**src/pio_pkg.sv**
```systemverilog
/*
  Package for the shared-pin parallel I/O port: register offsets, field
  widths, reset values and the packed structs that carry the pin-side and
  peripheral-side signal groups.
  Assumes a 32-bit AXI4-Lite register bus with one aligned word per register.
*/
// Overview of operation
// [RULE1] Active peripheral owns pin; port driver off.
// [RULE2] Enabled idle peripheral lets port drive pin.
// [RULE3] Port output never loops into peripheral input.
// [RULE4] Direction bit one is input, zero output.
// [RULE5] Reset makes every pin an input.
// [RULE6] Latch register reads and writes the latch.
// [RULE7] Pin level read gives pins; write sets latch.
// [RULE8] Unimplemented bits read as zero everywhere.
// [RULE9] Open-drain pins only pull low; a driving peripheral that owns an open-drain pin still drives it high.
// [RULE10] Software sets analog and direction for analog.
// [RULE11] Analog select resets to all ones.
// [RULE12] Digital output still drives analog-selected pin.
// [RULE13] Analog pins read low from pin level; the code zeroes only analog pins whose direction bit is one (input).
// [RULE14] Software waits one cycle before reading back.
// [RULE15] Input-only sharing pins are plain port pins.
// [RULE16] Pin inputs synchronised, one-cycle read latency; a pin change reaches read data three edges late.
package pio_pkg;

  // ==========================================================================
  // Geometry
  // ==========================================================================
  localparam int PORT_WIDTH = 16;

  // ==========================================================================
  // Register byte offsets
  // ==========================================================================
  localparam logic [7:0] OFS_DIRECTION  = 8'h00;
  localparam logic [7:0] OFS_PIN_LEVEL  = 8'h04;
  localparam logic [7:0] OFS_LATCH      = 8'h08;
  localparam logic [7:0] OFS_OPEN_DRAIN = 8'h0C;
  localparam logic [7:0] OFS_ANALOG     = 8'h10;
  localparam logic [7:0] OFS_IMPL_MASK  = 8'h14;

  // ==========================================================================
  // Reset values
  // ==========================================================================
  localparam logic [PORT_WIDTH-1:0] RST_DIRECTION  = 16'hFFFF;
  localparam logic [PORT_WIDTH-1:0] RST_LATCH      = 16'h0000;
  localparam logic [PORT_WIDTH-1:0] RST_OPEN_DRAIN = 16'h0000;
  localparam logic [PORT_WIDTH-1:0] RST_ANALOG     = 16'hFFFF;

  // ==========================================================================
  // AXI responses
  // ==========================================================================
  localparam logic [1:0] RESP_OKAY   = 2'h0;
  localparam logic [1:0] RESP_SLVERR = 2'h2;

  // Per-pin peripheral requests, one bit per pin.
  typedef struct packed {
    logic [PORT_WIDTH-1:0] enabled;
    logic [PORT_WIDTH-1:0] drive;
    logic [PORT_WIDTH-1:0] data;
  } periph_req_t;

  // Pad drive controls, one bit per pin.
  typedef struct packed {
    logic [PORT_WIDTH-1:0] out;
    logic [PORT_WIDTH-1:0] oe;
  } pad_drive_t;

endpackage

```
**src/pio_sync.sv**
```systemverilog
/*
  Two-stage synchroniser for a vector of pin levels.
  Assumes the inputs are asynchronous to the clock; bits are treated alone.
*/
`timescale 1ns/1ps
`default_nettype none
module pio_sync #(
  parameter int WIDTH = 16
) (
  // Clock and reset.
  input  wire logic             ref_clk_in,
  input  wire logic             reset_n_in,
  // Data.
  input  wire logic [WIDTH-1:0] async_in,
  output logic      [WIDTH-1:0] sync_out
);

  logic [WIDTH-1:0] stage1_ff;
  logic [WIDTH-1:0] stage2_ff;

  // The first stage is read only by the second, to contain metastability.
  always_ff @(posedge ref_clk_in or negedge reset_n_in) begin
    if (!reset_n_in) begin
      stage1_ff <= '0;
      stage2_ff <= '0;
    end else begin
      stage1_ff <= async_in;
      stage2_ff <= stage1_ff;
    end
  end

  assign sync_out = stage2_ff;

endmodule
`default_nettype wire

```
**src/pio_pad_mux.sv**
```systemverilog
/*
  Combinational output ownership multiplexer for each shared pin.
  Assumes the port settings are already masked to implemented bits.
*/
`timescale 1ns/1ps
`default_nettype none
module pio_pad_mux #(
  parameter int WIDTH = 16
) (
  // Peripheral side.
  input  wire logic [WIDTH-1:0] periph_en_in,
  input  wire logic [WIDTH-1:0] periph_drive_in,
  input  wire logic [WIDTH-1:0] periph_data_in,
  // Port side.
  input  wire logic [WIDTH-1:0] direction_in,
  input  wire logic [WIDTH-1:0] latch_in,
  input  wire logic [WIDTH-1:0] open_drain_in,
  // Pad side.
  output logic      [WIDTH-1:0] pad_out,
  output logic      [WIDTH-1:0] pad_oe_out,
  output logic      [WIDTH-1:0] periph_owns_out
);

  // Per-pin selection; a peripheral that only listens never owns the pin.
  for (genvar i = 0; i < WIDTH; i++) begin : g_pin
    wire owns      = periph_en_in[i] & periph_drive_in[i]; // see [RULE1] see [RULE15]
    wire port_data = latch_in[i];
    wire port_oe   = ~direction_in[i]; // see [RULE4] see [RULE2] see [RULE12]
    wire port_od_oe = port_oe & (open_drain_in[i] ? ~port_data : 1'b1); // see [RULE9]
    assign periph_owns_out[i] = owns;
    assign pad_out[i]    = owns ? periph_data_in[i] : (open_drain_in[i] ? 1'b0 : port_data);
    assign pad_oe_out[i] = owns ? 1'b1 : port_od_oe;
  end

endmodule
`default_nettype wire

```
**src/pio_port.sv**
```systemverilog
/*
  Shared-pin parallel I/O port with an AXI4-Lite register slave.
  Holds direction, latch, open-drain and analog-select bits per pin, hands
  pin ownership to active peripherals and reads pins through a synchroniser.
  Assumes a single 40 MHz clock and asynchronous pin inputs.
*/
// Our own choices: the register offsets and the AXI4-Lite register port.
`timescale 1ns/1ps
`default_nettype none
module pio_port #(
  parameter int                                    WIDTH     = pio_pkg::PORT_WIDTH,
  parameter logic [pio_pkg::PORT_WIDTH-1:0]        IMPL_MASK = 16'hFFFF
) (
  // Clock and reset.
  input  wire logic                      ref_clk_in,
  input  wire logic                      reset_n_in,
  // AXI4-Lite write address.
  input  wire logic                      s_axi_awvalid_in,
  output logic                           s_axi_awready_out,
  input  wire logic [7:0]                s_axi_awaddr_in,
  // AXI4-Lite write data.
  input  wire logic                      s_axi_wvalid_in,
  output logic                           s_axi_wready_out,
  input  wire logic [31:0]               s_axi_wdata_in,
  input  wire logic [3:0]                s_axi_wstrb_in,
  // AXI4-Lite write response.
  output logic                           s_axi_bvalid_out,
  input  wire logic                      s_axi_bready_in,
  output logic [1:0]                     s_axi_bresp_out,
  // AXI4-Lite read address.
  input  wire logic                      s_axi_arvalid_in,
  output logic                           s_axi_arready_out,
  input  wire logic [7:0]                s_axi_araddr_in,
  // AXI4-Lite read data.
  output logic                           s_axi_rvalid_out,
  input  wire logic                      s_axi_rready_in,
  output logic [31:0]                    s_axi_rdata_out,
  output logic [1:0]                     s_axi_rresp_out,
  // Peripheral side.
  input  wire pio_pkg::periph_req_t      periph_in,
  output logic [WIDTH-1:0]               periph_rx_out,
  // Pads.
  input  wire logic [WIDTH-1:0]          pad_in,
  output pio_pkg::pad_drive_t            pad_out
);

  // ==========================================================================
  // Registers
  // ==========================================================================
  logic [WIDTH-1:0] pin_direction_bits_ff;
  logic [WIDTH-1:0] output_latch_bits_ff;
  logic [WIDTH-1:0] open_drain_select_bits_ff;
  logic [WIDTH-1:0] analog_select_bits_ff;
  logic             aw_got_ff;
  logic             w_got_ff;
  logic [7:0]       aw_addr_ff;
  logic [31:0]      w_data_ff;
  logic [3:0]       w_strb_ff;
  logic             bvalid_ff;
  logic [1:0]       bresp_ff;
  logic             rvalid_ff;
  logic [31:0]      rdata_ff;
  logic [1:0]       rresp_ff;
  logic [WIDTH-1:0] pad_o_ff;
  logic [WIDTH-1:0] pad_oe_ff;
  logic [WIDTH-1:0] periph_rx_ff;

  // ==========================================================================
  // Pin input path
  // ==========================================================================
  wire [WIDTH-1:0] pin_sync;

  pio_sync #(.WIDTH(WIDTH)) u_sync (
    .ref_clk_in (ref_clk_in),
    .reset_n_in (reset_n_in),
    .async_in   (pad_in),
    .sync_out   (pin_sync) // see [RULE16]
  );

  // Implemented-bit masking and analog zeroing of the pin level view.
  wire [WIDTH-1:0] dir_m   = pin_direction_bits_ff & IMPL_MASK; // see [RULE8]
  wire [WIDTH-1:0] latch_m = output_latch_bits_ff & IMPL_MASK;
  wire [WIDTH-1:0] od_m    = open_drain_select_bits_ff & IMPL_MASK;
  wire [WIDTH-1:0] ana_m   = analog_select_bits_ff & IMPL_MASK;
  wire [WIDTH-1:0] analog_in_pin = ana_m & dir_m;
  wire [WIDTH-1:0] level_view = pin_sync & IMPL_MASK & ~analog_in_pin; // see [RULE13] see [RULE7]

  // ==========================================================================
  // Output ownership
  // ==========================================================================
  wire [WIDTH-1:0] mux_o;
  wire [WIDTH-1:0] mux_oe;
  wire [WIDTH-1:0] owns;

  pio_pad_mux #(.WIDTH(WIDTH)) u_mux (
    .periph_en_in    (periph_in.enabled & IMPL_MASK),
    .periph_drive_in (periph_in.drive),
    .periph_data_in  (periph_in.data),
    .direction_in    (dir_m | ~IMPL_MASK),
    .latch_in        (latch_m),
    .open_drain_in   (od_m),
    .pad_out         (mux_o),
    .pad_oe_out      (mux_oe),
    .periph_owns_out (owns)
  );

  // Peripheral input sees the pin only when the port is not driving it,
  // so the port latch can never loop through into a peripheral.
  wire [WIDTH-1:0] port_drives = mux_oe & ~owns;
  wire [WIDTH-1:0] nxt_periph_rx = pin_sync & ~port_drives & ~ana_m; // see [RULE3]

  // ==========================================================================
  // Bus decode
  // ==========================================================================
  wire aw_hs = s_axi_awvalid_in & s_axi_awready_out;
  wire w_hs  = s_axi_wvalid_in & s_axi_wready_out;
  wire ar_hs = s_axi_arvalid_in & s_axi_arready_out;
  wire aw_have = aw_got_ff | aw_hs;
  wire w_have  = w_got_ff | w_hs;
  wire [7:0]  wr_addr = aw_got_ff ? aw_addr_ff : s_axi_awaddr_in;
  wire [31:0] wr_data = w_got_ff ? w_data_ff : s_axi_wdata_in;
  wire [3:0]  wr_strb = w_got_ff ? w_strb_ff : s_axi_wstrb_in;
  wire do_write = aw_have & w_have & ~bvalid_ff;

  function automatic logic mapped(input logic [7:0] a);
    mapped = (a == pio_pkg::OFS_DIRECTION) | (a == pio_pkg::OFS_PIN_LEVEL) |
             (a == pio_pkg::OFS_LATCH) | (a == pio_pkg::OFS_OPEN_DRAIN) |
             (a == pio_pkg::OFS_ANALOG) | (a == pio_pkg::OFS_IMPL_MASK);
  endfunction

  // Byte-lane merge of a 16-bit register; upper lanes are ignored.
  function automatic logic [15:0] merge(input logic [15:0] old,
                                        input logic [31:0] d,
                                        input logic [3:0] s);
    merge = {s[1] ? d[15:8] : old[15:8], s[0] ? d[7:0] : old[7:0]};
  endfunction

  wire wr_dir   = do_write & (wr_addr == pio_pkg::OFS_DIRECTION);
  wire wr_latch = do_write & ((wr_addr == pio_pkg::OFS_LATCH) |
                              (wr_addr == pio_pkg::OFS_PIN_LEVEL)); // see [RULE6] see [RULE7]
  wire wr_od    = do_write & (wr_addr == pio_pkg::OFS_OPEN_DRAIN);
  wire wr_ana   = do_write & (wr_addr == pio_pkg::OFS_ANALOG);

  wire [WIDTH-1:0] nxt_dir   = wr_dir ? merge(pin_direction_bits_ff, wr_data, wr_strb)
                                      : pin_direction_bits_ff; // see [RULE4]
  wire [WIDTH-1:0] nxt_latch = wr_latch ? merge(output_latch_bits_ff, wr_data, wr_strb)
                                        : output_latch_bits_ff;
  wire [WIDTH-1:0] nxt_od    = wr_od ? merge(open_drain_select_bits_ff, wr_data, wr_strb)
                                     : open_drain_select_bits_ff;
  wire [WIDTH-1:0] nxt_ana   = wr_ana ? merge(analog_select_bits_ff, wr_data, wr_strb)
                                      : analog_select_bits_ff;

  // Read data select; the latch view reads the latch, never the pins.
  wire [15:0] rd_sel =
    (s_axi_araddr_in == pio_pkg::OFS_DIRECTION)  ? dir_m :
    (s_axi_araddr_in == pio_pkg::OFS_PIN_LEVEL)  ? level_view :
    (s_axi_araddr_in == pio_pkg::OFS_LATCH)      ? latch_m : // see [RULE6] see [RULE8]
    (s_axi_araddr_in == pio_pkg::OFS_OPEN_DRAIN) ? od_m :
    (s_axi_araddr_in == pio_pkg::OFS_ANALOG)     ? ana_m :
    (s_axi_araddr_in == pio_pkg::OFS_IMPL_MASK)  ? IMPL_MASK : 16'h0000;
  wire [1:0] rd_resp = mapped(s_axi_araddr_in) ? pio_pkg::RESP_OKAY : pio_pkg::RESP_SLVERR;
  wire [1:0] wr_resp = mapped(wr_addr) ? pio_pkg::RESP_OKAY : pio_pkg::RESP_SLVERR;

  assign s_axi_awready_out = ~aw_got_ff & ~bvalid_ff;
  assign s_axi_wready_out  = ~w_got_ff & ~bvalid_ff;
  assign s_axi_arready_out = ~rvalid_ff;

  // ==========================================================================
  // Port configuration registers
  // ==========================================================================
  // Reset leaves every pin an input and every analog pin analog.
  always_ff @(posedge ref_clk_in or negedge reset_n_in) begin
    if (!reset_n_in) begin
      pin_direction_bits_ff     <= pio_pkg::RST_DIRECTION; // see [RULE5]
      output_latch_bits_ff      <= pio_pkg::RST_LATCH;
      open_drain_select_bits_ff <= pio_pkg::RST_OPEN_DRAIN;
      analog_select_bits_ff     <= pio_pkg::RST_ANALOG; // see [RULE11]
    end else begin
      pin_direction_bits_ff     <= nxt_dir;
      output_latch_bits_ff      <= nxt_latch;
      open_drain_select_bits_ff <= nxt_od;
      analog_select_bits_ff     <= nxt_ana;
    end
  end

  // ==========================================================================
  // Write channel handshake
  // ==========================================================================
  // Address and data are held until both have arrived, in either order.
  always_ff @(posedge ref_clk_in or negedge reset_n_in) begin
    if (!reset_n_in) begin
      aw_got_ff  <= 1'b0;
      w_got_ff   <= 1'b0;
      aw_addr_ff <= 8'h00;
      w_data_ff  <= 32'h0000_0000;
      w_strb_ff  <= 4'h0;
      bvalid_ff  <= 1'b0;
      bresp_ff   <= pio_pkg::RESP_OKAY;
    end else begin
      if (aw_hs) begin
        aw_addr_ff <= s_axi_awaddr_in;
      end
      if (w_hs) begin
        w_data_ff <= s_axi_wdata_in;
        w_strb_ff <= s_axi_wstrb_in;
      end
      aw_got_ff <= do_write ? 1'b0 : aw_have;
      w_got_ff  <= do_write ? 1'b0 : w_have;
      if (do_write) begin
        bvalid_ff <= 1'b1;
        bresp_ff  <= wr_resp;
      end else if (s_axi_bready_in) begin
        bvalid_ff <= 1'b0;
      end
    end
  end

  // ==========================================================================
  // Read channel
  // ==========================================================================
  // Read data is registered, so a pin change shows three edges late.
  always_ff @(posedge ref_clk_in or negedge reset_n_in) begin
    if (!reset_n_in) begin
      rvalid_ff <= 1'b0;
      rdata_ff  <= 32'h0000_0000;
      rresp_ff  <= pio_pkg::RESP_OKAY;
    end else if (ar_hs) begin
      rvalid_ff <= 1'b1;
      rdata_ff  <= {16'h0000, rd_sel};
      rresp_ff  <= rd_resp;
    end else if (s_axi_rready_in) begin
      rvalid_ff <= 1'b0;
    end
  end

  // ==========================================================================
  // Pad and peripheral outputs
  // ==========================================================================
  // Pads are registered so outputs come from flip-flops; costs one cycle.
  always_ff @(posedge ref_clk_in or negedge reset_n_in) begin
    if (!reset_n_in) begin
      pad_o_ff     <= '0;
      pad_oe_ff    <= '0;
      periph_rx_ff <= '0;
    end else begin
      pad_o_ff     <= mux_o & IMPL_MASK;
      pad_oe_ff    <= mux_oe & IMPL_MASK; // see [RULE1] see [RULE2] see [RULE12]
      periph_rx_ff <= nxt_periph_rx;
    end
  end

  assign s_axi_bvalid_out = bvalid_ff;
  assign s_axi_bresp_out  = bresp_ff;
  assign s_axi_rvalid_out = rvalid_ff;
  assign s_axi_rdata_out  = rdata_ff;
  assign s_axi_rresp_out  = rresp_ff;
  assign pad_out.out      = pad_o_ff;
  assign pad_out.oe       = pad_oe_ff;
  assign periph_rx_out    = periph_rx_ff;

  // ==========================================================================
  // Checks
  // ==========================================================================
  a_reset_inputs: assert property (@(posedge ref_clk_in) // see [RULE5]
    $rose(reset_n_in) |-> pin_direction_bits_ff == pio_pkg::RST_DIRECTION)
    else $error("direction not all inputs after reset");
  a_analog_reset: assert property (@(posedge ref_clk_in) // see [RULE11]
    $rose(reset_n_in) |-> analog_select_bits_ff == pio_pkg::RST_ANALOG)
    else $error("analog select not all ones after reset");
  a_unimpl_quiet: assert property (@(posedge ref_clk_in) disable iff (!reset_n_in) // see [RULE8]
    ((pad_oe_ff | pad_o_ff | rdata_ff[WIDTH-1:0]) & ~IMPL_MASK) == '0)
    else $error("unimplemented pin bit not zero");
  a_analog_drive: assert property (@(posedge ref_clk_in) disable iff (!reset_n_in) // see [RULE12]
    (analog_select_bits_ff[0] & !pin_direction_bits_ff[0] & !open_drain_select_bits_ff[0]
     & !periph_in.drive[0] & IMPL_MASK[0])
    |=> pad_oe_ff[0] && pad_o_ff[0] == $past(output_latch_bits_ff[0]))
    else $error("analog output pin not driven");
  a_pin_latency: assert property (@(posedge ref_clk_in) disable iff (!reset_n_in) // see [RULE16]
    (ar_hs && s_axi_araddr_in == pio_pkg::OFS_PIN_LEVEL && !analog_in_pin[1] && IMPL_MASK[1])
    |=> rdata_ff[1] == $past(pad_in[1], 3))
    else $error("pin level read latency wrong");
  a_periph_owns: assert property (@(posedge ref_clk_in) disable iff (!reset_n_in) // see [RULE1]
    (periph_in.enabled[0] & periph_in.drive[0] & IMPL_MASK[0]) |=>
    pad_oe_ff[0] && pad_o_ff[0] == $past(periph_in.data[0]))
    else $error("peripheral lost ownership of pin");
  a_port_drives: assert property (@(posedge ref_clk_in) disable iff (!reset_n_in) // see [RULE2]
    (!periph_in.drive[0] & !pin_direction_bits_ff[0] & !open_drain_select_bits_ff[0]
     & IMPL_MASK[0]) |=> pad_oe_ff[0] && pad_o_ff[0] == $past(output_latch_bits_ff[0]))
    else $error("port did not drive its output pin");
  a_no_loop: assert property (@(posedge ref_clk_in) disable iff (!reset_n_in) // see [RULE3]
    port_drives[0] |=> !periph_rx_ff[0])
    else $error("port output looped into peripheral");
  a_input_hiz: assert property (@(posedge ref_clk_in) disable iff (!reset_n_in) // see [RULE4]
    (pin_direction_bits_ff[0] & !periph_in.drive[0]) |=> !pad_oe_ff[0])
    else $error("input pin driven by port");
  a_open_drain: assert property (@(posedge ref_clk_in) disable iff (!reset_n_in) // see [RULE9]
    (open_drain_select_bits_ff[0] & output_latch_bits_ff[0] & !periph_in.drive[0])
    |=> !pad_oe_ff[0])
    else $error("open-drain pin driven high");
  a_analog_low: assert property (@(posedge ref_clk_in) disable iff (!reset_n_in) // see [RULE13]
    (ar_hs && s_axi_araddr_in == pio_pkg::OFS_PIN_LEVEL && analog_in_pin[0])
    |=> rvalid_ff && !rdata_ff[0])
    else $error("analog pin read as high");
  a_latch_write: assert property (@(posedge ref_clk_in) disable iff (!reset_n_in) // see [RULE7]
    (do_write && wr_addr == pio_pkg::OFS_PIN_LEVEL && wr_strb[0])
    |=> output_latch_bits_ff[7:0] == $past(wr_data[7:0]))
    else $error("pin level write missed the latch");

endmodule
`default_nettype wire

```
**config.mk**
```make
export PLATFORM = sky130hd
export DESIGN_NAME = pio_port
export DESIGN_NICKNAME = d
export VERILOG_FILES = /design/src/pio_pkg.sv /design/src/pio_sync.sv /design/src/pio_pad_mux.sv /design/src/pio_port.sv
export SDC_FILE = /design/constraint.sdc
export NUM_CORES = 1
export LEC_CHECK = 0
export BUFFER_PORTS_ARGS = -buffer_cell sky130_fd_sc_hd__buf_2
export CORE_MARGIN = 10
export CORE_UTILIZATION = 57
export CTS_CLUSTER_SIZE = 16
export DETAILED_ROUTE_END_ITERATION = 10
export PLACE_DENSITY = 0.85
export SKIP_LAST_GASP = 1
export SLEW_MARGIN = 20
export SYNTH_ARGS = -nofsm -noshare
export SYNTH_HDL_FRONTEND = slang
export SYNTH_SLANG_ARGS = --single-unit
```
**constraint.sdc**
```tcl
create_clock -name ref_clk_in -period 4.3 [get_ports ref_clk_in]
set_input_delay 0.645 -clock ref_clk_in [delete_from_list [all_inputs] [get_ports ref_clk_in]]
set_output_delay 0.645 -clock ref_clk_in [all_outputs]
set_load 0.02 [all_outputs]
```
* After elaboration in Yosys (flattened, before gate mapping)
Cells that the tools add are included.
** Cells by class
- Equal/unequal tests :: 10
- Mux-type cells :: 81
- Bitwise operators :: 101
- Reductions and logical operators :: 12
** Operators with widths (count)
- 16-bit two-way mux :: 7
- 16-bit AND :: 5
- 1-bit two-way mux :: 70
- 16-bit inverter :: 4
- 1-bit AND :: 43
- 1-bit inverter :: 36
- 8-bit by 4-bit == test with 1-bit output, second input constant :: 4
- 8-bit by 5-bit == test with 1-bit output, second input constant :: 4
- 8-bit by 3-bit == test with 1-bit output, second input constant :: 2
- 8-bit zero test :: 2
- 2-bit AND reduction :: 8
- 1-bit bitwise OR :: 13
- 8-bit two-way mux :: 1
- 2-bit two-way mux :: 3
- 2-bit nonzero test :: 2
** Storage, ports and cells
- Register bits after elaboration :: 194
- Input port bits :: 123
- Output and inout port bits :: 89
- Logic and storage cells :: 227

* Longest topological paths before layout
Gate-level depths: netlist of the first run.
- Depth in word-level cells :: 8
- Mapped depth :: 6

* Modules after synthesis
From an unflattened synthesis of the first run, not the netlist that was laid out.
** Second synthesis, totals
- Cell total of the unflattened synthesis :: 686
- Area, all modules :: 8630.8 µm²
** Modules (own cells, without submodules)
- pio_port :: times used 1, cells each 542, area an instance 7129.3 µm², sequential area each 4043.9 µm²
- pio_sync :: times used 1, cells each 32, area an instance 800.8 µm², sequential area each 800.8 µm²
- pio_pad_mux :: times used 1, cells each 112, area an instance 700.7 µm², sequential area each 0.0 µm²

* Least setup slack after synthesis of the first run
Ideal clock, no wire load.
- Path type :: input -> register
- Start :: input port s_axi_awaddr_in[4]
- End :: register output_latch_bits_ff[10], in the netlist latch_m[10]
- Library setup time :: 0.125 ns
- Data arrival time :: 2.193 ns
- Data required time :: 4.175 ns
- Setup slack :: 1.983 ns
- Stages on the path :: 4
- Buffers on the path :: 0
- Path through :: mux2i_2 o2111ai_4 nor4_4 mux2_2
** Between the ends
- Cells in the longest elaborated chain, start to end :: 5
- Elaborated cells on any way between the ends :: 6
- Those cells by class :: eq/ne: 2; mux: 1; bitwise: 2; reduce/logical: 1
** Ends and longest elaborated chain
- from (decl) :: RTL line pio_port.sv:20 : input wire logic [7:0] s_axi_awaddr_in,
- 8-bit two-way mux (*) :: RTL line pio_port.sv:120 : wire [7:0] wr_addr = aw_got_ff ? aw_addr_ff : s_axi_awaddr_in;
- 8-bit by 4-bit == test with 1-bit output / 8-bit by 3-bit == test with 1-bit output (equally long branches) :: RTL line pio_port.sv:139, pio_port.sv:140
- 1-bit bitwise OR (*) :: RTL line pio_port.sv:139 : wire wr_latch = do_write & ((wr_addr == pio_pkg::OFS_LATCH) |
- 1-bit AND (*) :: RTL line pio_port.sv:139
- 2-bit AND reduction (no line) (*)
- to (signal assigned) :: RTL line pio_port.sv:175 : output_latch_bits_ff <= pio_pkg::RST_LATCH;
- to (signal assigned) :: RTL line pio_port.sv:180 : output_latch_bits_ff <= nxt_latch;
- to (decl) :: RTL line pio_port.sv:51 : logic [WIDTH-1:0] output_latch_bits_ff;
Mark *: on every way between the ends. The rest lies on a longest branch, timed or not.
A chain may end at the register's enable or synchronous reset.

* Final worst setup path of the first run
- Start :: register aw_got_ff
- End :: register open_drain_select_bits_ff[8], in the netlist od_m[8]
** Between the ends
- Cells in the longest elaborated chain, start to end :: 8
- Elaborated cells on any way between the ends :: 10
- Those cells by class :: eq/ne: 1; mux: 1; bitwise: 7; reduce/logical: 1
** Ends and longest elaborated chain
- from (decl) :: RTL line pio_port.sv:54 : logic aw_got_ff;
- from (signal assigned) :: RTL line pio_port.sv:207 : aw_got_ff <= do_write ? 1'b0 : aw_have;
- 1-bit inverter :: RTL line pio_port.sv:164 : assign s_axi_awready_out = ~aw_got_ff & ~bvalid_ff;
- 1-bit AND :: RTL line pio_port.sv:164
- 1-bit AND :: RTL line pio_port.sv:115 : wire aw_hs = s_axi_awvalid_in & s_axi_awready_out;
- 1-bit bitwise OR :: RTL line pio_port.sv:118 : wire aw_have = aw_got_ff | aw_hs;
- 1-bit AND (2 in a row) :: RTL line pio_port.sv:123 : wire do_write = aw_have & w_have & ~bvalid_ff;
- 1-bit AND (*) :: RTL line pio_port.sv:141 : wire wr_od = do_write & (wr_addr == pio_pkg::OFS_OPEN_DRAIN);
- 2-bit AND reduction (no line) (*)
- to (signal assigned) :: RTL line pio_port.sv:176 : open_drain_select_bits_ff <= pio_pkg::RST_OPEN_DRAIN;
- to (signal assigned) :: RTL line pio_port.sv:181 : open_drain_select_bits_ff <= nxt_od;
- to (decl) :: RTL line pio_port.sv:52 : logic [WIDTH-1:0] open_drain_select_bits_ff;
Marks and branches as above.

==> results of run 1 <==
## cell families (layout without fill, tap and decap cells)
| logic type | Yosys count | count (layout) | share of synthesized area |
|---|---|---|---|
| AOI/OAI and AO/OA | 122 | 122 | 0.09555 |
| xor gates and xnor gates | 2 | 2 | 0.002094 |
| DFF | 192 | 192 | 0.5789 |
| muxes | 127 | 127 | 0.1682 |
| other | 1 | 18 | 0.0004481 |
| buffers and inverters | 46 | 213 | 0.02901 |
| and+or+nand+nor | 180 | 180 | 0.1257 |
## through the flow
stage          cells  hold WS [ns]  instance area [sq um]  power (mW)  utilization
6_report        1038        0.3145                   9965       5.002       0.6882
5_1_grt         1038        0.2968                   9965       5.233       0.6882
4_1_cts         1038        0.2953                   9961       5.036       0.6880
3_5_place_dp    1006        0.3347                   9356       3.419       0.6462
3_3_place_gp    1006        0.3335                   9356       3.362       0.6462
2_1_floorplan    687        0.3312                   8432       3.061            -
## worst max-delay path by stage
| stage | slack, ns | from | end | cells after the start |
|---|---|---|---|---|
| after floorplan | 1.98 | s_axi_awaddr_in[4] | latch_m[10] | 4 |
| after global placement | 1.44 | aw_got_ff | od_m[10] | 4 |
| after detailed placement | 1.40 | aw_got_ff | od_m[8] | 4 |
| after CTS | 1.40 | aw_got_ff | od_m[8] | 4 |
| after global routing | 1.25 | aw_got_ff | od_m[10] | 4 |
| final | 1.39 | aw_got_ff | od_m[8] | 4 |
## routing by layer
layer | routed length [microns] | global-route usage | vias up
met5 | 0 | 0 | -
met4 | 251 | 0.05924 | 0
met3 | 1372 | 0.06584 | 23
met2 | 9704 | 0.3214 | 174
met1 | 8311 | 0.2388 | 2880
li1 | - | - | 2738
## power by group
group | total (mW) | leakage (nW) | internal, mW | switching, mW
clock network | 1.61 | 0.286 | 0.932 | 0.682
registers | 2.30 | 2.32 | 2.11 | 0.196
logic | 1.09 | 1.99 | 0.488 | 0.598
total | 5.00 | 4.60 | 3.53 | 1.48
## final cells by class
| class | count | area (sq um) | area share |
|---|---|---|---|
| clock buffers | 19 | 442.9 | 0.04445 |
| clock inverters | 13 | 161.4 | 0.01620 |
| inverters | 2 | 7.507 | 0.0007534 |
| multi-input cells | 449 | 3349 | 0.3361 |
| flip-flops and latches | 192 | 4845 | 0.4862 |
| well taps | 184 | 230.2 | 0.02310 |
| repair buffers | 179 | 928.4 | 0.09317 |
## cell usage in the layout, fill, tap and decap left out, types with 2 or more instances in the layout
cell type	instances
nand3b_1	16
a2bb2oi_1	14
nor3_2	4
nand2_1	52
clkbuf_16	17
or4_1	15
nor4_1	2
buf_2	174
conb_1	18
nor3b_1	2
clkinvlp_4	4
mux2i_1	20
dfstp_2	32
nor3_1	3
o21ai_0	34
buf_4	3
mux2_1	2
bufinv_16	3
nand4_1	2
a21boi_0	14
o22ai_1	2
clkinv_2	3
a21oi_1	37
o2111ai_1	14
a211o_1	2
inv_6	2
inv_1	2
mux2_2	104
xor2_1	2
nor4_4	4
nor2_1	22
dfrtp_1	160
nand2b_1	33
nand3_1	16
==> reports/summary.txt, run 1 <==
num rows -> 44
Post-CTS Hold Buffers -> 0
die width -> 141.2 microns
Yosys reg bits -> 192
max incr delay on CP -> 0.85 ns
flop2flop setup slack -> 1.39 ns
Post-CTS Setup Inserts -> 0
CTS HTree Levels -> 4
Slew @ Worst Pin -> 1.099 ns
pwr/cell area -> 502.0 nW/um^2
Worst setup EP type -> register
CTS tree -> yes
post-route minimum period -> 2.905 ns
CP Class -> reg -> reg
post-synthesis sequential area ratio -> 0.5789
Synth Area per Inst -> 12.49 sq um
via count -> 5815
Remaining DRCs -> 0
number of I/O port buffers -> 175
fin crit share -> 0.6757
Longest Clk Path Bufs -> 2
vias per cell -> 5.602
number of DRC markers in iteration 0 -> 425
Hold EP -> u_sync.stage1_ff[2]
Starting Density -> 0.5779
Cell Chain, Critical Path -> mux2i_2 > o2111ai_4 > nor3_2 > mux2_2
post-synth top area cell -> dfrtp_1
Worst Hold Depth -> 1
first-pass GRT wire length -> 31310 microns
slowest stage cell, crit path -> nor3_2
hold_sp -> pad_in[2]
worst path bufs/invs -> 0
I/O pins -> 212
first-pass iteration count of the detailed router -> 4
Clock transition at path regs -> 0.07 ns
full die area -> 19930 sq um
pre-CTS setup slack -> 1.402 ns
Yosys warnings -> 0
worst r2r dst -> od_m[8]
vias in the first global route -> 6062
final setup violating endpoints -> 0
GRT Total Usage -> 0.1958
post-route ant nets -> 0
Post-Route WL -> 19640 microns
gpl congestion -> 0.7918
Yosys top cell area share -> 0.4785
share of cells above drive strength 1 -> 0.4262
Layout fillers -> 1057
RSZ-0062 raised after global routing -> no
CP top delay family -> multiplexers
P&R area growth vs syn -> 19.08%
Post-synth EDFFs -> 0
max_cap viols -> 0
gr ovfl total -> 0
clk_skew -> 0.01039 ns
antenna violations before repair -> 0
Main synth FF type -> dfrtp_1
Max Slew Vio Count -> 0
root buf cell -> clkbuf_16
ranking of synthesized cells by area -> dfrtp_1 48%, mux2_2 14%, dfstp_2 10%
total CTS buffers -> 17
Worst setup SP type -> register
R2R cell count -> 4
HP Class -> in -> reg
Max-slew headroom -> 0.2676
CP max FO -> 15
RR Startpoint -> aw_got_ff
Commonest cells post-synth -> 160 x dfrtp_1, 104 x mux2_2, 53 x nand2_1
post-cts gate resize count -> 0
core footprint -> 14480 sq um
antenna diode count -> 0
synth unique cells -> 44
VDD IR max -> 0.4453 mV
Die Ht -> 141.2 microns
Final WS setup -> 1.395 ns
hpwl dp -> 13410 microns
Final Hold Fails -> 0
maximum clock rate -> 344.2 MHz
CTS Sinks -> 192
Static Leak -> 4.596 nW
net total in the final layout -> 964
largest net degree at the start of global routing -> 136
WP data required -> 4.61 ns
Wirelength per Cell -> 18.92 microns
WP data arrival -> 3.22 ns
most instantiated library cell after synthesis -> dfrtp_1
Setup TNS Final -> 0 ns
Synth Instances -> 670
worst skew pair latency -> 0.43 ns
Mapped Area -> 8368 sq um
status -> finished, final reports clean
Synth async-reset ratio -> 1.000
Note: power is estimated with default switching activity, not from simulation.
==> inputs of run 2 (changes only) <==
--- a/config.mk
+++ b/config.mk
@@ -7,10 +7,10 @@
 export LEC_CHECK = 0
 export BUFFER_PORTS_ARGS = -buffer_cell sky130_fd_sc_hd__buf_2
 export CORE_MARGIN = 10
-export CORE_UTILIZATION = 57
+export CORE_UTILIZATION = 48
 export CTS_CLUSTER_SIZE = 16
 export DETAILED_ROUTE_END_ITERATION = 10
-export PLACE_DENSITY = 0.85
+export PLACE_DENSITY = 0.76
 export SKIP_LAST_GASP = 1
 export SLEW_MARGIN = 20
 export SYNTH_ARGS = -nofsm -noshare
==> constraint.sdc (replaced) <==
create_clock -name ref_clk_in -period 2.6 [get_ports ref_clk_in]
set_input_delay 0.39 -clock ref_clk_in [delete_from_list [all_inputs] [get_ports ref_clk_in]]
set_output_delay 0.39 -clock ref_clk_in [all_outputs]
set_load 0.02 [all_outputs]
==> run 2 against run 1 <==
  * Cell count rose by 6.2%
  * Sequential share of layout area fell by 1.2 points
  * Maximum frequency rose by 21%
  * First-iteration DRC count fell by 26%
  * Clock-buffer cell count did not move
  * Critical path depth rose by 2
  * Die area rose by 16%
  * Routed wire length rose by 0.41%
  * Design area rose by 2.4%
  * Sequential power rose by 64%
  * Sequential cell count did not move
  * Largest cell class unchanged
==> reports/summary.txt, run 2 (synthesis results as in run 1) <==
status -> finished, final reports clean (unchanged)
Slew @ Worst Pin -> 0.9483 ns (was 1.099 ns)
gr ovfl total -> 0 (unchanged)
Layout fillers -> 1425 (was 1057)
P&R area growth vs syn -> 21.96% (was 19.08%)
fin crit share -> 0.9214 (was 0.6757)
first-pass iteration count of the detailed router -> 4 (unchanged)
Setup TNS Final -> 0 ns (unchanged)
largest net degree at the start of global routing -> 73 (was 136)
CP top delay family -> simple AND/OR/NAND/NOR gates (was multiplexers)
slowest stage cell, crit path -> dfrtp_1 (was nor3_2)
flop2flop setup slack -> 0.20 ns (was 1.39 ns)
CTS HTree Levels -> 4 (unchanged)
final setup violating endpoints -> 0 (unchanged)
first-pass GRT wire length -> 32260 microns (was 31310 microns)
full die area -> 23110 sq um (was 19930 sq um)
CP Class -> reg -> reg (unchanged)
clk_skew -> 0.01279 ns (was 0.01039 ns)
max_cap viols -> 0 (unchanged)
post-route ant nets -> 0 (unchanged)
vias in the first global route -> 6104 (was 6062)
Post-Route WL -> 19720 microns (was 19640 microns)
HP Class -> in -> reg (unchanged)
Max Slew Vio Count -> 0 (unchanged)
Wirelength per Cell -> 17.90 microns (was 18.92 microns)
total CTS buffers -> 17 (unchanged)
Max-slew headroom -> 0.3678 (was 0.2676)
Worst setup EP type -> register (unchanged)
commonest cells after routing, fill and taps aside -> 174 x buf_2, 160 x dfrtp_1, 104 x mux2_2 (unchanged)
leading cell type in the layout, fill and taps excluded -> buf_2 (unchanged)
Static Leak -> 4.722 nW (was 4.596 nW)
root buf cell -> clkbuf_16 (unchanged)
via count -> 5812 (was 5815)
CTS Sinks -> 192 (unchanged)
post-cts gate resize count -> 0 (unchanged)
share of cells above drive strength 1 -> 0.4382 (was 0.4262)
Final Hold Fails -> 0 (unchanged)
core footprint -> 17180 sq um (was 14480 sq um)
GRT Total Usage -> 0.1718 (was 0.1958)
RSZ-0062 raised after global routing -> no (unchanged)
max incr delay on CP -> 0.47 ns (was 0.85 ns)
vias per cell -> 5.274 (was 5.602)
worst path bufs/invs -> 2 (was 0)
Starting Density -> 0.4872 (was 0.5779)
Longest Clk Path Bufs -> 2 (unchanged)
CP max FO -> 9 (was 15)
net total in the final layout -> 984 (was 964)
hpwl dp -> 14100 microns (was 13410 microns)
I/O pins -> 212 (unchanged)
Cell Chain, Critical Path -> buf_4 > nor3b_1 > o22ai_1 > nor4_4 > buf_4 > mux2_2 (was mux2i_2 > o2111ai_4 > nor3_2 > mux2_2)
Remaining DRCs -> 0 (unchanged)
post-route minimum period -> 2.396 ns (was 2.905 ns)
die width -> 152.0 microns (was 141.2 microns)
CTS tree -> yes (unchanged)
fin cells -> 1102 (was 1038)
Die Ht -> 152.0 microns (was 141.2 microns)
CP dominant cell by count -> buf_4
Cells after DPL -> 1066 (was 1006)
num rows -> 48 (was 44)
pwr/cell area -> 818.6 nW/um^2 (was 502.0 nW/um^2)
WP data arrival -> 2.75 ns (was 3.22 ns)
antenna violations before repair -> 4 (was 0)
gpl congestion -> 0.7866 (was 0.7918)
number of I/O port buffers -> 175 (unchanged)
total power draw -> 8.355 mW (was 5.002 mW)
number of DRC markers in iteration 0 -> 316 (was 425)
Clock transition at path regs -> 0.07 ns (about the same)
VDD IR max -> 0.6260 mV (was 0.4453 mV)
WP data required -> 2.96 ns (was 4.61 ns)
worst skew pair latency -> 0.43 ns (about the same)
maximum clock rate -> 417.4 MHz (was 344.2 MHz)
Worst setup SP type -> register (unchanged)
run 2: changes by cell type in the layout (fill, tap and decap cells not counted), sizes merged:
cell and delta:
clkinvlp -3, inv +4, buf +18, dlygate4sd3 +1, diode +3, clkinv -1
clkbuf +1
run 2: area by class of cell:
cell class	count	area [sq um]	area share
clock buffer	19	452.9	0.04438
antenna	3	7.507	0.0007356
inverter	2	7.507	0.0007356
sequential	192	4845	0.4747
clock inverter	13	172.7	0.01692
tap	225	281.5	0.02758
multi-input combinational	449	3347	0.3279
timing repair buffer	199	1092	0.1070
run 2: per-layer routing:
metal | share of wire | track usage | wire (microns) | vias up
met4 | 0.015 | 0.04677 | 295 | 2
met1 | 0.41 | 0.2055 | 8170 | 2852
met3 | 0.059 | 0.05560 | 1172 | 25
li1 | - | - | - | 2771
met2 | 0.51 | 0.2910 | 10070 | 162
met5 | 0.00051 | 0 | 10 | -
run 2: worst reg2reg max path, stage by stage, from the launching register on:
cell     delay (ns)
dfrtp_1        0.47
buf_4          0.22
nor3b_1        0.40
o22ai_1        0.34
nor4_4         0.29
buf_4          0.24
mux2_2         0.36
run 2: timing repair:
item / CTS / global route
hold buffers: 1 / 0
setup buffers: 0 / 0
hold endpoints to repair: 33 / 0
run 2: power by group:
part	total (mW)	internal, mW	switching, mW	leakage [nW]
clock network	2.74	1.59	1.15	0.306
logic	1.85	0.840	1.01	2.10
registers	3.77	3.48	0.289	2.32
run 2: path summary, 6_finish.rpt:
| kind | to | start | depth (start not counted) |
|---|---|---|---|
| worst min-delay path | u_sync.stage1_ff[13] | pad_in[13] | 1 |
| min in group asynchronous | u_sync.sync_out[11] | reset_n_in | 2 |
| worst max register to register | ana_m[8] | aw_got_ff | 6 |
| worst min register to register | u_sync.sync_out[1] | u_sync.stage1_ff[1] | 0 |
| worst max-delay path | ana_m[8] | aw_got_ff | 6 |
| max in group asynchronous | ana_m[14] | reset_n_in | 3 |
run 2: through the flow:
| step | cell area (sq um) | hold WS (ns) | setup slack, ns | util |
|---|---|---|---|---|
| 6_report | 10210 | 0.05814 | 0.2045 | 0.5942 |
| 3_3_place_gp | 9563 | 0.3340 | 0.3386 | 0.5567 |
| 4_1_cts | 10200 | 0.03928 | 0.2360 | 0.5938 |
| 5_1_grt | 10200 | 0.03781 | 0.04676 | 0.5938 |
| 3_5_place_dp | 9563 | 0.3347 | 0.2627 | 0.5567 |
| 2_1_floorplan | 8432 | 0.09441 | 0.3997 | - |
==> inputs of run 3 (changes only) <==
--- a/config.mk
+++ b/config.mk
@@ -10,7 +10,7 @@
 export CORE_UTILIZATION = 48
 export CTS_CLUSTER_SIZE = 16
 export DETAILED_ROUTE_END_ITERATION = 10
-export PLACE_DENSITY = 0.76
+export PLACE_DENSITY = 0.74
 export SKIP_LAST_GASP = 1
 export SLEW_MARGIN = 20
 export SYNTH_ARGS = -nofsm -noshare
==> run 3 against run 2 <==
  * Global-route usage is 0.37 points higher
  * Routed wire length up 1.9%
  * Clock power is 4% higher
  * Sequential cell count stayed put
  * Largest cell class unchanged
  * Largest power group unchanged
==> reports/summary.txt, run 3 (synthesis results as in run 1) <==
pwr/cell area -> 828.9 nW/um^2 (was 818.6 nW/um^2)
final setup violating endpoints -> 0 (unchanged)
utilization after layout -> 0.5962 (was 0.5942)
leading cell type in the layout, fill and taps excluded -> buf_2 (unchanged)
root buf cell -> clkbuf_16 (unchanged)
Slew @ Worst Pin -> 0.8120 ns (was 0.9483 ns)
Longest Clk Path Bufs -> 2 (unchanged)
total power draw -> 8.489 mW (was 8.355 mW)
Worst path depth -> 5 (was 6)
I/O pins -> 212 (unchanged)
Max Slew Vio Count -> 0 (unchanged)
gpl congestion -> 0.8003 (was 0.7866)
P&R area growth vs syn -> 22.38% (was 21.96%)
via count -> 5839 (was 5812)
core footprint -> 17180 sq um (unchanged)
Worst Hold Depth -> 1 (unchanged)
full die area -> 23110 sq um (unchanged)
Post-DP Area -> 9578 sq um (was 9563 sq um)
worst skew pair latency -> 0.43 ns (about the same)
Post-Route WL -> 20090 microns (was 19720 microns)
num rows -> 48 (unchanged)
first-pass GRT wire length -> 33080 microns (was 32260 microns)
CTS tree -> yes (unchanged)
commonest cells after routing, fill and taps aside -> 174 x buf_2, 160 x dfrtp_1, 104 x mux2_2 (unchanged)
Clock transition at path regs -> 0.07 ns (about the same)
R2R cell count -> 5 (was 6)
fin cells -> 1101 (was 1102)
status -> finished, final reports clean (unchanged)
CP max FO -> 9 (unchanged)
Wirelength per Cell -> 18.25 microns (was 17.90 microns)
vias per cell -> 5.303 (was 5.274)
WP data arrival -> 2.63 ns (was 2.75 ns)
max incr delay on CP -> 0.54 ns (was 0.47 ns)
fin crit share -> 0.8904 (was 0.9214)
CTS Sinks -> 192 (unchanged)
Cells after DPL -> 1068 (was 1066)
CP Class -> reg -> reg (unchanged)
Static Leak -> 4.739 nW (was 4.722 nW)
CP top delay family -> simple AND/OR/NAND/NOR gates (unchanged)
post-route minimum period -> 2.315 ns (was 2.396 ns)
Die Ht -> 152.0 microns (unchanged)
net total in the final layout -> 986 (was 984)
Worst setup SP type -> register (unchanged)
Starting Density -> 0.4872 (unchanged)
antenna diode count -> 0 (was 3)
number of I/O port buffers -> 175 (unchanged)
CTS HTree Levels -> 4 (unchanged)
Remaining DRCs -> 0 (unchanged)
GRT Total Usage -> 0.1755 (was 0.1718)
Max-slew headroom -> 0.4587 (was 0.3678)
maximum clock rate -> 432.0 MHz (was 417.4 MHz)
Cell Chain, Critical Path -> nor4b_2 > o2111ai_4 > nor4_4 > buf_4 > mux2_2 (was buf_4 > nor3b_1 > o22ai_1 > nor4_4 > buf_4 > mux2_2)
post-route ant nets -> 0 (unchanged)
Final Hold Fails -> 0 (unchanged)
max_cap viols -> 0 (unchanged)
Layout fillers -> 1445 (was 1425)
WP data required -> 2.91 ns (was 2.96 ns)
first-pass iteration count of the detailed router -> 4 (unchanged)
RSZ-0062 raised after global routing -> no (unchanged)
slowest stage cell, crit path -> dfrtp_1 (unchanged)
gr ovfl total -> 0 (unchanged)
total CTS buffers -> 17 (unchanged)
vias in the first global route -> 6277 (was 6104)
share of cells above drive strength 1 -> 0.4384 (was 0.4382)
hpwl dp -> 14370 microns (was 14100 microns)
largest net degree at the start of global routing -> 62 (was 73)
die width -> 152.0 microns (unchanged)
worst path bufs/invs -> 1 (was 2)
antenna violations before repair -> 0 (was 4)
VDD IR max -> 0.5656 mV (was 0.6260 mV)
HP Class -> in -> reg (unchanged)
clk_skew -> 0.007653 ns (was 0.01279 ns)
Final Instance Area -> 10240 sq um (was 10210 sq um)
Setup TNS Final -> 0 ns (unchanged)
number of DRC markers in iteration 0 -> 365 (was 316)
Worst setup EP type -> register (unchanged)
==> run 3: cell count changes in the layout (fill, tap and decap cells not counted), sizes merged <==
cell,change
inv,-5
buf,+2
bufinv,+2
clkinvlp,+1
clkinv,+2
diode,-3
==> run 3: metal layers <==
metal | wire, microns | track usage | vias to the layer above
li1 | - | - | 2778
met1 | 8430 | 0.2058 | 2897
met2 | 10420 | 0.3070 | 141
met3 | 903 | 0.04826 | 23
met4 | 335 | 0.05044 | 0
met5 | 0 | 0 | -
==> run 3: through the flow <==
step	hold WS, ns	setup slack, ns
floorplan	0.09441	0.3997
global placement	0.3314	0.2962
detailed placement	0.3347	0.2730
CTS	0.04275	0.2677
global route	0.04030	0.1767
finish	0.05949	0.2850
==> run 3: layout make-up <==
type | instances | area, sq um | area share
Multi-Input combinational cell | 449 | 3347 | 0.3268
Clock buffer | 19 | 442.9 | 0.04325
Inverter | 2 | 7.507 | 0.0007330
Sequential cell | 192 | 4845 | 0.4731
Clock inverter | 13 | 210.2 | 0.02053
Tap cell | 225 | 281.5 | 0.02749
Timing Repair Buffer | 201 | 1107 | 0.1081
==> run 3: what timing repair did <==
action                    CTS  global route
gates resized for setup     0             0
buffers inserted            0             0
hold buffers                1             0
hold endpoints to repair   52             0
==> run 3: power by group <==
part | switching [mW] | internal [mW] | leakage (nW)
sequential | 0.301 | 3.48 | 2.32
combinational | 1.01 | 0.850 | 2.11
clock | 1.11 | 1.74 | 0.314
==> run 3: worst paths after layout <==
kind	startpoint	endpoint	slack, ns
hold reg to reg	u_sync.stage1_ff[10]	u_sync.sync_out[10]	0.35
max in group asynchronous	reset_n_in	dir_m[1]	1.31
min in group asynchronous	reset_n_in	pad_o_ff[10]	0.49
setup reg to reg	aw_got_ff	latch_m[14]	0.29
hold / removal	pad_in[11]	u_sync.stage1_ff[11]	0.06
setup / recovery	aw_got_ff	latch_m[14]	0.29
